--- src/core/offset_monitor_pkg.sv ---
// Constants for the right-channel offset monitor register slice.
package offset_monitor_pkg;

    // Register port widths.
    localparam int ADDR_W = 8;
    localparam int DATA_W = 8;
    localparam int MON_W = 9;
    localparam int UPPER_W = 7;
    localparam int NUM_SPARE = 4;

    // Register offsets.
    localparam logic [7:0] SPARE_BYTE_A_ADDR = 8'h56;
    localparam logic [7:0] SPARE_BYTE_B_ADDR = 8'h57;
    localparam logic [7:0] DIFFERENTIAL_OFFSET_HIGH_ADDR = 8'h58;
    localparam logic [7:0] DIFFERENTIAL_OFFSET_LOW_ADDR = 8'h59;
    localparam logic [7:0] SPARE_BYTE_C_ADDR = 8'h5A;
    localparam logic [7:0] SPARE_BYTE_D_ADDR = 8'h5B;
    localparam logic [7:0] COMMON_MODE_FEEDBACK_OFFSET_HIGH_ADDR = 8'h5C;
    localparam logic [7:0] COMMON_MODE_FEEDBACK_OFFSET_LOW_ADDR = 8'h5D;

    // Spare byte offsets in generate order, entry 0 last.
    localparam logic [NUM_SPARE-1:0][7:0] SPARE_ADDRS = {
        SPARE_BYTE_D_ADDR, SPARE_BYTE_C_ADDR,
        SPARE_BYTE_B_ADDR, SPARE_BYTE_A_ADDR};

    // Field positions.
    localparam int MON_MSB_BIT = 0;
    localparam int UPPER_LSB = 1;
    localparam int UPPER_MSB = 7;

    // Reset values.
    localparam logic [7:0] RESET_BYTE = 8'h00;
    localparam logic [8:0] MON_RESET = 9'h000;
    localparam logic [7:0] UNMAPPED_DATA = 8'h00;

    // Monitor code scale: 250 uV per code, two's complement.
    localparam int STEP_UV = 250;
    localparam logic [8:0] MON_MAX_CODE = 9'h0FF;
    localparam logic [8:0] MON_MIN_CODE = 9'h100;
    localparam logic [8:0] MON_MINUS_ONE = 9'h1FF;
    localparam int MON_MAX_UV = 63750;
    localparam int MON_MIN_UV = -64000;

endpackage : offset_monitor_pkg

--- src/core/right_channel_offset_monitor_regs.sv ---
// Register slice reporting the right channel loop offset monitors.
// Overview of operation
// [RULE_01] The differential offset is a read-only 9-bit code, sign in 0x58 bit 0, low byte in 0x59.
// [RULE_02] The common-mode feedback offset is a read-only 9-bit code, top bit in 0x5C bit 0, low byte in 0x5D.
// [RULE_03] The differential code is two's complement at 0.25 mV a step, from -64.0 mV to +63.75 mV.
// [RULE_04] The common-mode code uses the same signed scale, so all ones reads as -0.25 mV.
// [RULE_05] Spare bytes 0x56, 0x57, 0x5A, 0x5B and bits 7-1 of 0x58 and 0x5C are read/write, reset to zero.
// [RULE_06] Writes leave the monitor fields unchanged while read/write spare fields store what is written.
`timescale 1ns/1ps
module right_channel_offset_monitor_regs
    import offset_monitor_pkg::*;
(
    input wire logic sys_clk,
    input wire logic rst,
    input wire logic [ADDR_W-1:0] reg_addr,
    input wire logic reg_wr,
    input wire logic [DATA_W-1:0] reg_wdata,
    input wire logic reg_rd,
    output logic [DATA_W-1:0] reg_rdata,
    output logic reg_rvalid,
    input wire logic differential_offset_offset_load,
    input wire logic [MON_W-1:0] differential_offset,
    input wire logic common_mode_feedback_offset_offset_load,
    input wire logic [MON_W-1:0] common_mode_feedback_offset
);

    // Returns true when the access address selects the given register.
    function automatic logic addr_hit(
        input logic [ADDR_W-1:0] addr,
        input logic [ADDR_W-1:0] target
    );
        addr_hit = (addr == target);
    endfunction : addr_hit

    logic [DATA_W-1:0] spare_value [NUM_SPARE];
    logic [UPPER_W-1:0] differential_offset_upper;
    logic [UPPER_W-1:0] common_mode_feedback_offset_upper;
    logic [MON_W-1:0] differential_offset_code;
    logic [MON_W-1:0] common_mode_feedback_offset_code;
    logic [DATA_W-1:0] differential_offset_low;
    logic [DATA_W-1:0] common_mode_feedback_offset_low;
    logic differential_offset_sign;
    logic common_mode_feedback_offset_sign;
    logic [DATA_W-1:0] rdata_reg;
    logic [DATA_W-1:0] rdata_next;
    logic rvalid_reg;

    // [RULE_06] Differential code holding register.
    offset_code_hold differential_offset_hold (
        .sys_clk(sys_clk),
        .rst(rst),
        .load(differential_offset_offset_load),
        .code_in(differential_offset),
        .code_out(differential_offset_code),
        .low_byte(differential_offset_low),
        .sign_bit(differential_offset_sign)
    );

    // [RULE_06] Common-mode code holding register.
    offset_code_hold common_mode_feedback_offset_hold (
        .sys_clk(sys_clk),
        .rst(rst),
        .load(common_mode_feedback_offset_offset_load),
        .code_in(common_mode_feedback_offset),
        .code_out(common_mode_feedback_offset_code),
        .low_byte(common_mode_feedback_offset_low),
        .sign_bit(common_mode_feedback_offset_sign)
    );

    // [RULE_05] Spare byte storage.
    generate
        for (genvar i = 0; i < NUM_SPARE; i++) begin : g_spare
            spare_field_cell #(
                .WIDTH(DATA_W)
            ) spare_cell (
                .sys_clk(sys_clk),
                .rst(rst),
                .wr_en(reg_wr && addr_hit(reg_addr, SPARE_ADDRS[i])),
                .wr_data(reg_wdata),
                .value(spare_value[i])
            );
        end
    endgenerate

    // [RULE_05] Upper spare bits of the differential high register.
    spare_field_cell #(
        .WIDTH(UPPER_W)
    ) differential_offset_upper_cell (
        .sys_clk(sys_clk),
        .rst(rst),
        .wr_en(reg_wr && addr_hit(reg_addr, DIFFERENTIAL_OFFSET_HIGH_ADDR)),
        .wr_data(reg_wdata[UPPER_MSB:UPPER_LSB]),
        .value(differential_offset_upper)
    );

    // [RULE_05] Upper spare bits of the common-mode high register.
    spare_field_cell #(
        .WIDTH(UPPER_W)
    ) common_mode_feedback_offset_upper_cell (
        .sys_clk(sys_clk),
        .rst(rst),
        .wr_en(reg_wr && addr_hit(reg_addr, COMMON_MODE_FEEDBACK_OFFSET_HIGH_ADDR)),
        .wr_data(reg_wdata[UPPER_MSB:UPPER_LSB]),
        .value(common_mode_feedback_offset_upper)
    );

    // Read data selection.
    always_comb begin
        rdata_next = UNMAPPED_DATA;
        case (reg_addr)
            SPARE_BYTE_A_ADDR: begin
                rdata_next = spare_value[0];
            end
            SPARE_BYTE_B_ADDR: begin
                rdata_next = spare_value[1];
            end
            // [RULE_01] Differential sign bit read.
            DIFFERENTIAL_OFFSET_HIGH_ADDR: begin
                rdata_next = {differential_offset_upper, differential_offset_sign};
            end
            // [RULE_01] Differential low byte read.
            DIFFERENTIAL_OFFSET_LOW_ADDR: begin
                rdata_next = differential_offset_low;
            end
            SPARE_BYTE_C_ADDR: begin
                rdata_next = spare_value[2];
            end
            SPARE_BYTE_D_ADDR: begin
                rdata_next = spare_value[3];
            end
            // [RULE_02] Common-mode top bit read.
            COMMON_MODE_FEEDBACK_OFFSET_HIGH_ADDR: begin
                rdata_next = {common_mode_feedback_offset_upper, common_mode_feedback_offset_sign};
            end
            // [RULE_02] Common-mode low byte read.
            COMMON_MODE_FEEDBACK_OFFSET_LOW_ADDR: begin
                rdata_next = common_mode_feedback_offset_low;
            end
            default: begin
                rdata_next = UNMAPPED_DATA;
            end
        endcase
    end

    // Read data is captured on the read strobe and held until the next one.
    always_ff @(posedge sys_clk) begin
        if (rst) begin
            rdata_reg <= UNMAPPED_DATA;
        end else if (reg_rd) begin
            rdata_reg <= rdata_next;
        end
    end

    // Read valid is a one-cycle pulse after each read strobe.
    always_ff @(posedge sys_clk) begin
        if (rst) begin
            rvalid_reg <= 1'b0;
        end else begin
            rvalid_reg <= reg_rd;
        end
    end

    assign reg_rdata = rdata_reg;
    assign reg_rvalid = rvalid_reg;

    // [RULE_03] [RULE_04] Signed step views.
    logic signed [MON_W-1:0] differential_offset_steps;
    logic signed [MON_W-1:0] common_mode_feedback_offset_steps;
    assign differential_offset_steps = $signed(differential_offset_code);
    assign common_mode_feedback_offset_steps = $signed(common_mode_feedback_offset_code);
endmodule : right_channel_offset_monitor_regs

--- src/core/offset_code_hold.sv ---
// Holding register for one 9-bit signed offset monitor code.
`timescale 1ns/1ps
module offset_code_hold
    import offset_monitor_pkg::*;
(
    input wire logic sys_clk,
    input wire logic rst,
    input wire logic load,
    input wire logic [MON_W-1:0] code_in,
    output logic [MON_W-1:0] code_out,
    output logic [DATA_W-1:0] low_byte,
    output logic sign_bit
);

    logic [MON_W-1:0] code_reg;

    // The code changes only on the estimator strobe or on reset, never on a write.
    always_ff @(posedge sys_clk) begin
        if (rst) begin
            code_reg <= MON_RESET;
        end else if (load) begin
            code_reg <= code_in;
        end
    end

    assign code_out = code_reg;
    assign low_byte = code_reg[DATA_W-1:0];
    assign sign_bit = code_reg[MON_W-1];

endmodule : offset_code_hold

--- src/core/spare_field_cell.sv ---
// Read/write storage cell for a spare register field with zero reset.
`timescale 1ns/1ps
module spare_field_cell
    import offset_monitor_pkg::*;
#(
    parameter int WIDTH = 8
) (
    input wire logic sys_clk,
    input wire logic rst,
    input wire logic wr_en,
    input wire logic [WIDTH-1:0] wr_data,
    output logic [WIDTH-1:0] value
);

    logic [WIDTH-1:0] value_reg;

    always_ff @(posedge sys_clk) begin
        if (rst) begin
            value_reg <= RESET_BYTE[WIDTH-1:0];
        end else if (wr_en) begin
            value_reg <= wr_data;
        end
    end

    assign value = value_reg;

endmodule : spare_field_cell

--- config.mk ---
export PLATFORM = sky130hd
export DESIGN_NAME = right_channel_offset_monitor_regs
export DESIGN_NICKNAME = d
export VERILOG_FILES = /design/src/core/offset_monitor_pkg.sv /design/src/core/right_channel_offset_monitor_regs.sv /design/src/core/offset_code_hold.sv /design/src/core/spare_field_cell.sv
export SDC_FILE = /design/constraint.sdc
export NUM_CORES = 1
export LEC_CHECK = 0
export ABC_AREA = 1
export ABC_CLOCK_PERIOD_IN_PS = 1250
export BUFFER_PORTS_ARGS = -buffer_cell sky130_fd_sc_hd__buf_4
export CORE_UTILIZATION = 44
export CTS_CLUSTER_SIZE = 28
export DETAILED_ROUTE_END_ITERATION = 10
export SYNTH_ARGS = -nofsm -noshare
export SYNTH_HDL_FRONTEND = slang
export SYNTH_SLANG_ARGS = --single-unit
--- constraint.sdc ---
create_clock -name sys_clk -period 1.25 [get_ports sys_clk]
set_clock_uncertainty 0.15 [all_clocks]
set_input_delay 0.0625 -clock sys_clk [delete_from_list [all_inputs] [get_ports sys_clk]]
set_output_delay 0.0625 -clock sys_clk [all_outputs]
set_load 0.05 [all_outputs]
# Yosys cells after proc, flatten, opt, wreduce, memory -nomap -nowiden
# Index checks and enable logic that the tools add are counted.
[word_totals]
reg_bits = 73
in_bits = 40
out_inout_bits = 9
[op_classes]
eq_ne = 8
mux = 1
reduce_logical = 6
[op_table]
columns = ["operator", "count"]
rows = [
  ["8-bit by 7-bit equality test with 1-bit output (second input constant)", 8],
  ["8-bit one-hot mux with 8 select lines", 1],
  ["1-bit logical AND", 6],
]

# Longest topological paths before layout
# Gate-level depths: netlist (run 1).
[depth]
depth_word = 2
mapped_depth = 10
depth_no_buf = 9

# By module
# Synthesis (run 1) repeated with hierarchy kept, for this count alone.
[hier_totals]
cells_unflattened = 625
hier_area_um2 = 3975.1
[modules_own_cells]
columns = ["mod", "instances", "cells_per_inst", "area_each_um2"]
rows = [
  ["spare_field_cell (g_spare[0].spare_cell ...)", 4, 51, 341.6],
  ["right_channel_offset_monitor_regs", 1, 201, 1137.3],
  ["offset_code_hold", 2, 66, 449.2],
  ["spare_field_cell (common_mode_feedback_offset_upper_cell ...)", 2, 44, 286.5],
]

# Worst setup path after synthesis (run 1)
# Ideal clock, no wire load.
[synth_timing]
kind = "input -> register"
start = "input reg_addr[7]"
end = "register differential_offset_upper_cell.value_reg[3] (netlist: differential_offset_upper_cell.value[3])"
setup_ns = 0.123
t_arrival_ns = 0.859
slack_ns = 0.118
stages = 9
path_cell_list = "inv_1 -> nand2_1 -> nor2_4 -> buf_4 -> nand3_1 -> clkinv_1 -> buf_6 -> o21ai_1 -> a21oi_1"
[synth_via]
elab_chain_cells = 2
[synth_lines]
columns = ["item", "line_no", "rtl"]
rows = [
  ["from (decl)", "right_channel_offset_monitor_regs.sv:15", "input wire logic [ADDR_W-1:0] reg_addr,"],
  ["8-bit by 7-bit equality test with 1-bit output", "right_channel_offset_monitor_regs.sv:32", "addr_hit = (addr == target);"],
  ["1-bit logical AND", "right_channel_offset_monitor_regs.sv:91", ".wr_en(reg_wr && addr_hit(reg_addr, DIFFERENTIAL_OFFSET_HIGH_ADDR)),"],
  ["to (signal assigned)", "spare_field_cell.sv:19", "value_reg <= RESET_BYTE[WIDTH-1:0];"],
  ["to (signal assigned)", "spare_field_cell.sv:21", "value_reg <= wr_data;"],
  ["to (decl)", "spare_field_cell.sv:15", "logic [WIDTH-1:0] value_reg;"],
]
# No other way between the ends.
# A chain may end at the register's enable or synchronous reset.

==> metrics.md, run 1 <==
| Metric | Value |
|---|---|
| Worst path required time | `1380 ps` |
| Crit path max fanout | `16` |
| CP Launch Type | `primary input` |
| Drt drc | `0` |
| FMAX | `0.8471 GHz` |
| ANT cells | `0` |
| Yosys cell types | `22` |
| Final period util | `94.44%` |
| Critical path class | `in -> reg` |
| Antenna Nets Post-Route | `0` |
| Maximum buffer depth of the clock tree | `2` |
| HPWL after detailed placement | `between 5000 and 6000 um` |
| M1 GR Usage | `a little under a third` |
| Actual slew at the worst max-slew pin | `322.8 ps` |
| Drt total wl | `9047 um` |
| Hold/Removal Path Class | `in -> reg` |
| Fin cells | `615` |
| Initial core utilization | `46.41%` |
| Critical Path Source | `rst` |
| CTS tree | `yes` |
| IO Port Bufs | `48` |
| R2r setup slk | `160 ps` |
| Synthesized instance count | `435` |
| H-tree levels | `3` |
| Most common cell after layout, fill and taps aside | `dfxtp_1` |
| Status | `finished clean` |
| Area grow syn2layout | `32.34%` |
| Skew-Pair Late Insertion Delay | `350 ps` |
| Seq/Total Area, Yosys | `45.34%` |
| Crit path buf inv count | `4` |
| Worst slew margin | `78.46%` |
| Hold path start | `reg_wr` |
| Synth Warn # | `0` |
| GR Util met2 | `39.99%` |
| CP peak stage delay | `540 ps` |
| Worst vdd ir | `0.9758 mV` |
| Avg WL per Cell | `14.71 um` |
| CTS Buf Count | `9` |
| Pleak | `0.001916 uW` |
| Clock Pin Slew Worst Setup and Hold Paths | `80 ps` |
| Via count | `between 3,000 and 4,000` |
| First-pass GRT wire length | `13,960 um` |
| Final hold vios | `0` |
| Hold WS | `approximately 67 ps` |
| Max reg flops | `32` |
| Mapped Area | `roughly 0.0032 sq mm` |
| Total GRT Usage | `a little under a quarter` |
| Net Count, Synth | `475` |
| DRT iter0 DRCs | `197` |
| CP Capture Type | `flip-flop` |
| Syn_area_per_cell | `7.409 sq um` |
| R2R Path Start | `g_spare[3].spare_cell.value[5]` |
| DRT Pass-1 Iters | `5` |
| I/O Pins | `slightly below 50` |
| WP data arrival | `1310 ps` |
| Pwr dens | `1133 mW/mm^2` |
| # setup viols final | `0` |
| Routability Congestion | `0.7875` |
| Via-to-Cell Ratio | `5.145` |
| # clock sinks | `73` |
| Vias in the first global route | `approximately 2,900` |
| Commonest cells after routing, fill and taps aside | `73 x dfxtp_1, 67 x nand3_1, 60 x nand2_1, 55 x buf_4, 53 x nor2_1` |
| CTS Root Buffer Type | `clkbuf_8` |
| Final #Nets | `555` |
| Slowest cell on the critical path | `dlygate4sd3_1` |
| Largest net degree at the start of global routing | `65` |
| Full die area | `0.007671 sq mm` |
| Grt met3 use | `6.315%` |
| Crit path max-delay family | `buffers and inverters` |
| Shortest period the worst path allows | `1180 ps` |
| Cell breakdown of the critical path | `dlygate4sd3_1, buf_4, inv_4, buf_6, o21ai_0, a21oi_1` |
| Final max-slew violation count | `0` |
| Initial antenna violation count | `0` |
| Die W | `87.59 um` |
| Synthesis-stage register bit count | `73` |
| RSZ-0062 raised after global routing | `false` |
| Share of layout cells above drive strength 1 | `20.42%` |
| Post-Place Cells | `roughly 570` |
| Die height | `87.59 um` |
| Global route total overflow | `0` |
| Max-cap check violation count | `0` |
| Core area | `0.006944 sq mm` |
| Row count | `30` |
| Busiest metal layer after global routing | `met2` |
per-layer routing:
metal,part of all wire (%),wire (um),vias to the layer above
met2,49,4411,99
met5,0,0,-
met4,0.92,83,0
met1,44,3949,1429
li1,-,-,1626
met3,6.7,603,10
cells in the mapped netlist:
cell type	instances	area [sq um]
o21ai_0	52	260.3
nand3_2	3	30.03
dfxtp_1	73	1461
nor2_4	8	90.09
buf_4	1	7.510
a21oi_2	3	26.28
o21ai_1	12	60.06
nor2_2	1	6.260
inv_1	11	41.29
nand2_4	1	11.26
clkbuf_1	8	30.03
a21oi_1	51	255.2
clkinv_1	4	15.01
nand2_1	60	225.2
nor2_1	53	198.9
inv_2	5	18.77
clkinv_2	4	20.02
buf_6	6	67.56
buf_2	6	30.03
nand2_2	4	25.02
buf_1	2	7.510
nand3_1	67	335.3
cell families (layout without fill, tap and decap cells):
family	after synthesis	count (layout)	synth area share, %
compound gates	118	118	18.67
buf+inv	47	131	7.376
flops	73	73	45.34
simple gates	197	197	28.61
through the flow:
| step | worst slack [ps] | setup TNS (ps) | total power (uW) | area [sq um] | util, % |
|---|---|---|---|---|---|
| 3_3_place_gp | -177.6 | -6829 | 2807 | 3694 | 53.19 |
| 6_report | 69.54 | 0 | 4832 | 4265 | 61.42 |
| 4_1_cts | 32.11 | 0 | 4820 | 4202 | 60.50 |
| 5_1_grt | 14.88 | 0 | 5008 | 4265 | 61.42 |
| 3_5_place_dp | -203.1 | -7557 | 2808 | 3694 | 53.19 |
| 2_1_floorplan | 118.4 | 0 | 2627 | 3223 | - |
worst reg2reg max path, delay by kind of cell (launching register included):
kind	cells	cell delay, ps
flops	1	320
compound gates	1	50
simple gates	5	490
repair_timing:
action                                  in CTS  in global routing
setup buffers                                0                  0
endpoints found under the hold margin       72                  0
hold buffers                                30                  0
endpoints found under the setup margin       0                 40
resized for setup                            0                  1
report_power, final:
group | internal (uW) | switching [uW]
clock network | 1110 | 863
logic | 227 | 244
registers | 2370 | 22.8
total | 3700 | 1130
area by class of cell:
class | instances | area, sq um
Clock inverter | 6 | 83.83
Fill cell | 658 | 2679
Multi-Input combinational cell | 315 | 1524
Inverter | 24 | 97.59
Clock buffer | 9 | 123.9
Sequential cell | 73 | 1461
Timing Repair Buffer | 92 | 854.6
Tap cell | 96 | 120.1
final timing paths:
| path | to | depth (start not counted) |
|---|---|---|
| max | g_spare[1].spare_cell.value[4] | 6 |
| min | g_spare[3].spare_cell.value[7] | 4 |
| max reg2reg | reg_rdata[5] | 6 |
| min reg2reg | reg_rdata[3] | 2 |
No activity file was read; power rests on OpenSTA's default activity.
==> run 2, diff against run 1 <==
Settings changed: CORE_MARGIN set to 2.
==> run 2 against run 1 <==
Count of clock-buffer cells in the layout is 4 higher. Via count is 2.1% lower. Routed wire length is 3.6% lower. Worst setup slack better by 37 ps. First-iteration DRC count is 23% higher. Critical path type is now reg -> out. Largest power group unchanged.
==> metrics.md, run 2 (synthesis results as in run 1) <==
| Metric | Value |
|---|---|
| Status | `finished clean (unchanged)` |
| Commonest cells after routing, fill and taps aside | `73 x dfxtp_1, 67 x nand3_1, 60 x nand2_1, 53 x nor2_1, 53 x buf_4 (was 73 x dfxtp_1, 67 x nand3_1, 60 x nand2_1, 55 x buf_4, 53 x nor2_1)` |
| CP Launch Type | `flip-flop (was primary input)` |
| Drt total wl | `8719 um (was 9047 um)` |
| CTS Root Buffer Type | `clkbuf_8 (unchanged)` |
| # clock sinks | `73 (unchanged)` |
| Final Cell Area | `0.004159 sq mm (was 0.004265 sq mm)` |
| Skew-Pair Late Insertion Delay | `340 ps (was 350 ps)` |
| CP peak stage delay | `370 ps (was 540 ps)` |
| Via count | `3,099 (was 3,164)` |
| Shortest period the worst path allows | `1144 ps (was 1180 ps)` |
| Antenna Nets Post-Route | `0 (unchanged)` |
| Most common cell after layout, fill and taps aside | `dfxtp_1 (unchanged)` |
| Area grow syn2layout | `29.04% (was 32.34%)` |
| Routability Congestion | `0.8436 (was 0.7875)` |
| Die height | `89.59 um (was 87.59 um)` |
| Final max-slew violation count | `0 (unchanged)` |
| Worst setup margin | `106.1 ps (was 69.54 ps)` |
| WP data arrival | `930 ps (was 1310 ps)` |
| Critical Path Source | `reg_rdata[6] (was rst)` |
| Maximum buffer depth of the clock tree | `2 (unchanged)` |
| Cell breakdown of the critical path | `buf_4 (was dlygate4sd3_1, buf_4, inv_4, buf_6, o21ai_0, a21oi_1)` |
| # setup viols final | `0 (unchanged)` |
| Largest net degree at the start of global routing | `65 (unchanged)` |
| Crit path max-delay family | `flip-flops (was buffers and inverters)` |
| FMAX | `0.8742 GHz (was 0.8471 GHz)` |
| CTS Buf Count | `9 (unchanged)` |
| Slowest cell on the critical path | `dfxtp_1 (was dlygate4sd3_1)` |
| Hold/Removal Path Class | `in -> reg (unchanged)` |
| Pleak | `0.001852 uW (was 0.001916 uW)` |
| Worst slew margin | `73.07% (was 78.46%)` |
| Reg2reg end | `reg_rdata[5] (unchanged)` |
| IO Port Bufs | `48 (unchanged)` |
| Final #Nets | `549 (was 555)` |
| Critical path class | `reg -> out (was in -> reg)` |
| Worst path required time | `1040 ps (was 1380 ps)` |
| Actual slew at the worst max-slew pin | `402.6 ps (was 322.8 ps)` |
| Crit path max fanout | `2 (was 16)` |
| Initial antenna violation count | `0 (unchanged)` |
| R2r setup slk | `120 ps (was 160 ps)` |
| Final hold vios | `0 (unchanged)` |
| ANT cells | `0 (unchanged)` |
| Crit path buf inv count | `1 (was 4)` |
| Avg WL per Cell | `14.22 um (was 14.71 um)` |
| Die W | `89.59 um (was 87.59 um)` |
| DRT iter0 DRCs | `242 (was 197)` |
| Share of layout cells above drive strength 1 | `19.46% (was 20.42%)` |
| Fin cells | `613 (was 615)` |
| Setup bufs post-CTS | `0 (unchanged)` |
| Post-Place Worst Slack | `-169.6 ps (was -203.1 ps)` |
| Clock Pin Slew Worst Setup and Hold Paths | `70 ps (was 80 ps)` |
| Max reg flops | `32 (unchanged)` |
| Row count | `31 (was 30)` |
| Initial core utilization | `44.92% (was 46.41%)` |
| CTS tree | `yes (unchanged)` |
| Total GRT Usage | `23.69% (was 23.82%)` |
| Placed inst area | `0.003662 sq mm (was 0.003694 sq mm)` |
| Core area | `0.007176 sq mm (was 0.006944 sq mm)` |
| Worst vdd ir | `0.6469 mV (was 0.9758 mV)` |
| Via-to-Cell Ratio | `5.055 (was 5.145)` |
| Vias in the first global route | `2,833 (was 2,931)` |
| Post-Place Cells | `567 (unchanged)` |
| Final period util | `91.51% (was 94.44%)` |
| Global route total overflow | `0 (unchanged)` |
| Max-cap check violation count | `0 (unchanged)` |
| First-pass GRT wire length | `14,360 um (was 13,960 um)` |
| Drt drc | `0 (unchanged)` |
| HPWL after detailed placement | `5910 um (was 5672 um)` |
| RSZ-0062 raised after global routing | `false (unchanged)` |
| CP endpoint | `reg_rdata[6] (was g_spare[1].spare_cell.value[4])` |
| H-tree levels | `3 (unchanged)` |
| DRT Pass-1 Iters | `4 (was 5)` |
| R2R Path Start | `g_spare[3].spare_cell.value[5] (unchanged)` |
| CP Capture Type | `primary output (was flip-flop)` |
| Worst path depth | `1 (was 6)` |
| I/O Pins | `49 (unchanged)` |
| Full die area | `0.008025 sq mm (was 0.007671 sq mm)` |
| Pwr dens | `1115 mW/mm^2 (was 1133 mW/mm^2)` |
| R2R cell count | `6 (unchanged)` |
[run 2: area by class of cell]
cell class / count / area, sq um
clock buffer: 13 / 148.9
tap: 99 / 123.9
multi-input combinational: 315 / 1524
clock inverter: 3 / 40.04
inverter: 24 / 102.6
sequential: 73 / 1461
timing repair buffer: 86 / 758.2
fill: 670 / 3017
[run 2: per-stage QoR]
step	power, uW	hold WS [ps]	TNS, ps	util (%)
5_1_grt	4827	68.92	0	57.96
6_report	4639	60.11	0	57.96
2_1_floorplan	2627	47.40	0	-
3_3_place_gp	2807	133.2	-5057	51.04
3_5_place_dp	2810	140.1	-5898	51.04
4_1_cts	4675	56.85	0	57.86
[run 2: worst min-delay path by stage]
stage	slack (ps)	to	cells after the start	start
3_3_place_gp	130	common_mode_feedback_offset_hold.code_out[4]	3	common_mode_feedback_offset[4]
2_1_floorplan	50	common_mode_feedback_offset_hold.code_out[1]	2	common_mode_feedback_offset[1]
5_1_grt	70	differential_offset_hold.code_out[0]	5	rst
3_5_place_dp	140	common_mode_feedback_offset_hold.code_out[7]	3	common_mode_feedback_offset[7]
6_report	60	differential_offset_hold.code_out[1]	5	rst
4_1_cts	60	g_spare[0].spare_cell.value[2]	5	rst
[run 2: repair_timing]
action                     4_1_cts  5_1_grt
setup endpoints to repair        0        2
hold buffers                    30        0
resized for setup                0        2
hold endpoints to repair        72        0
[run 2: report_power, final]
part	total, uW	switching (uW)	internal [uW]
combinational	443	237	207
sequential	2390	23.3	2370
clock	1800	829	973
total	4640	1090	3550
[run 2: routing by layer]
metal	vias up	track usage (%)	routed length [um]	share of wire [%]
met2	81	36.56	3927	45
met3	17	6.764	472	5.4
met5	-	0	0	0
met1	1391	31.86	4044	46
li1	1610	-	-	-
met4	0	8.005	275	3.2
[run 2: tightest hold or removal path: cells and delay by family]
kind	cells	cell delay, ps
AND/OR/NAND/NOR	1	40
AO/OA/AOI/OAI	1	100
buffers and inverters	3	300
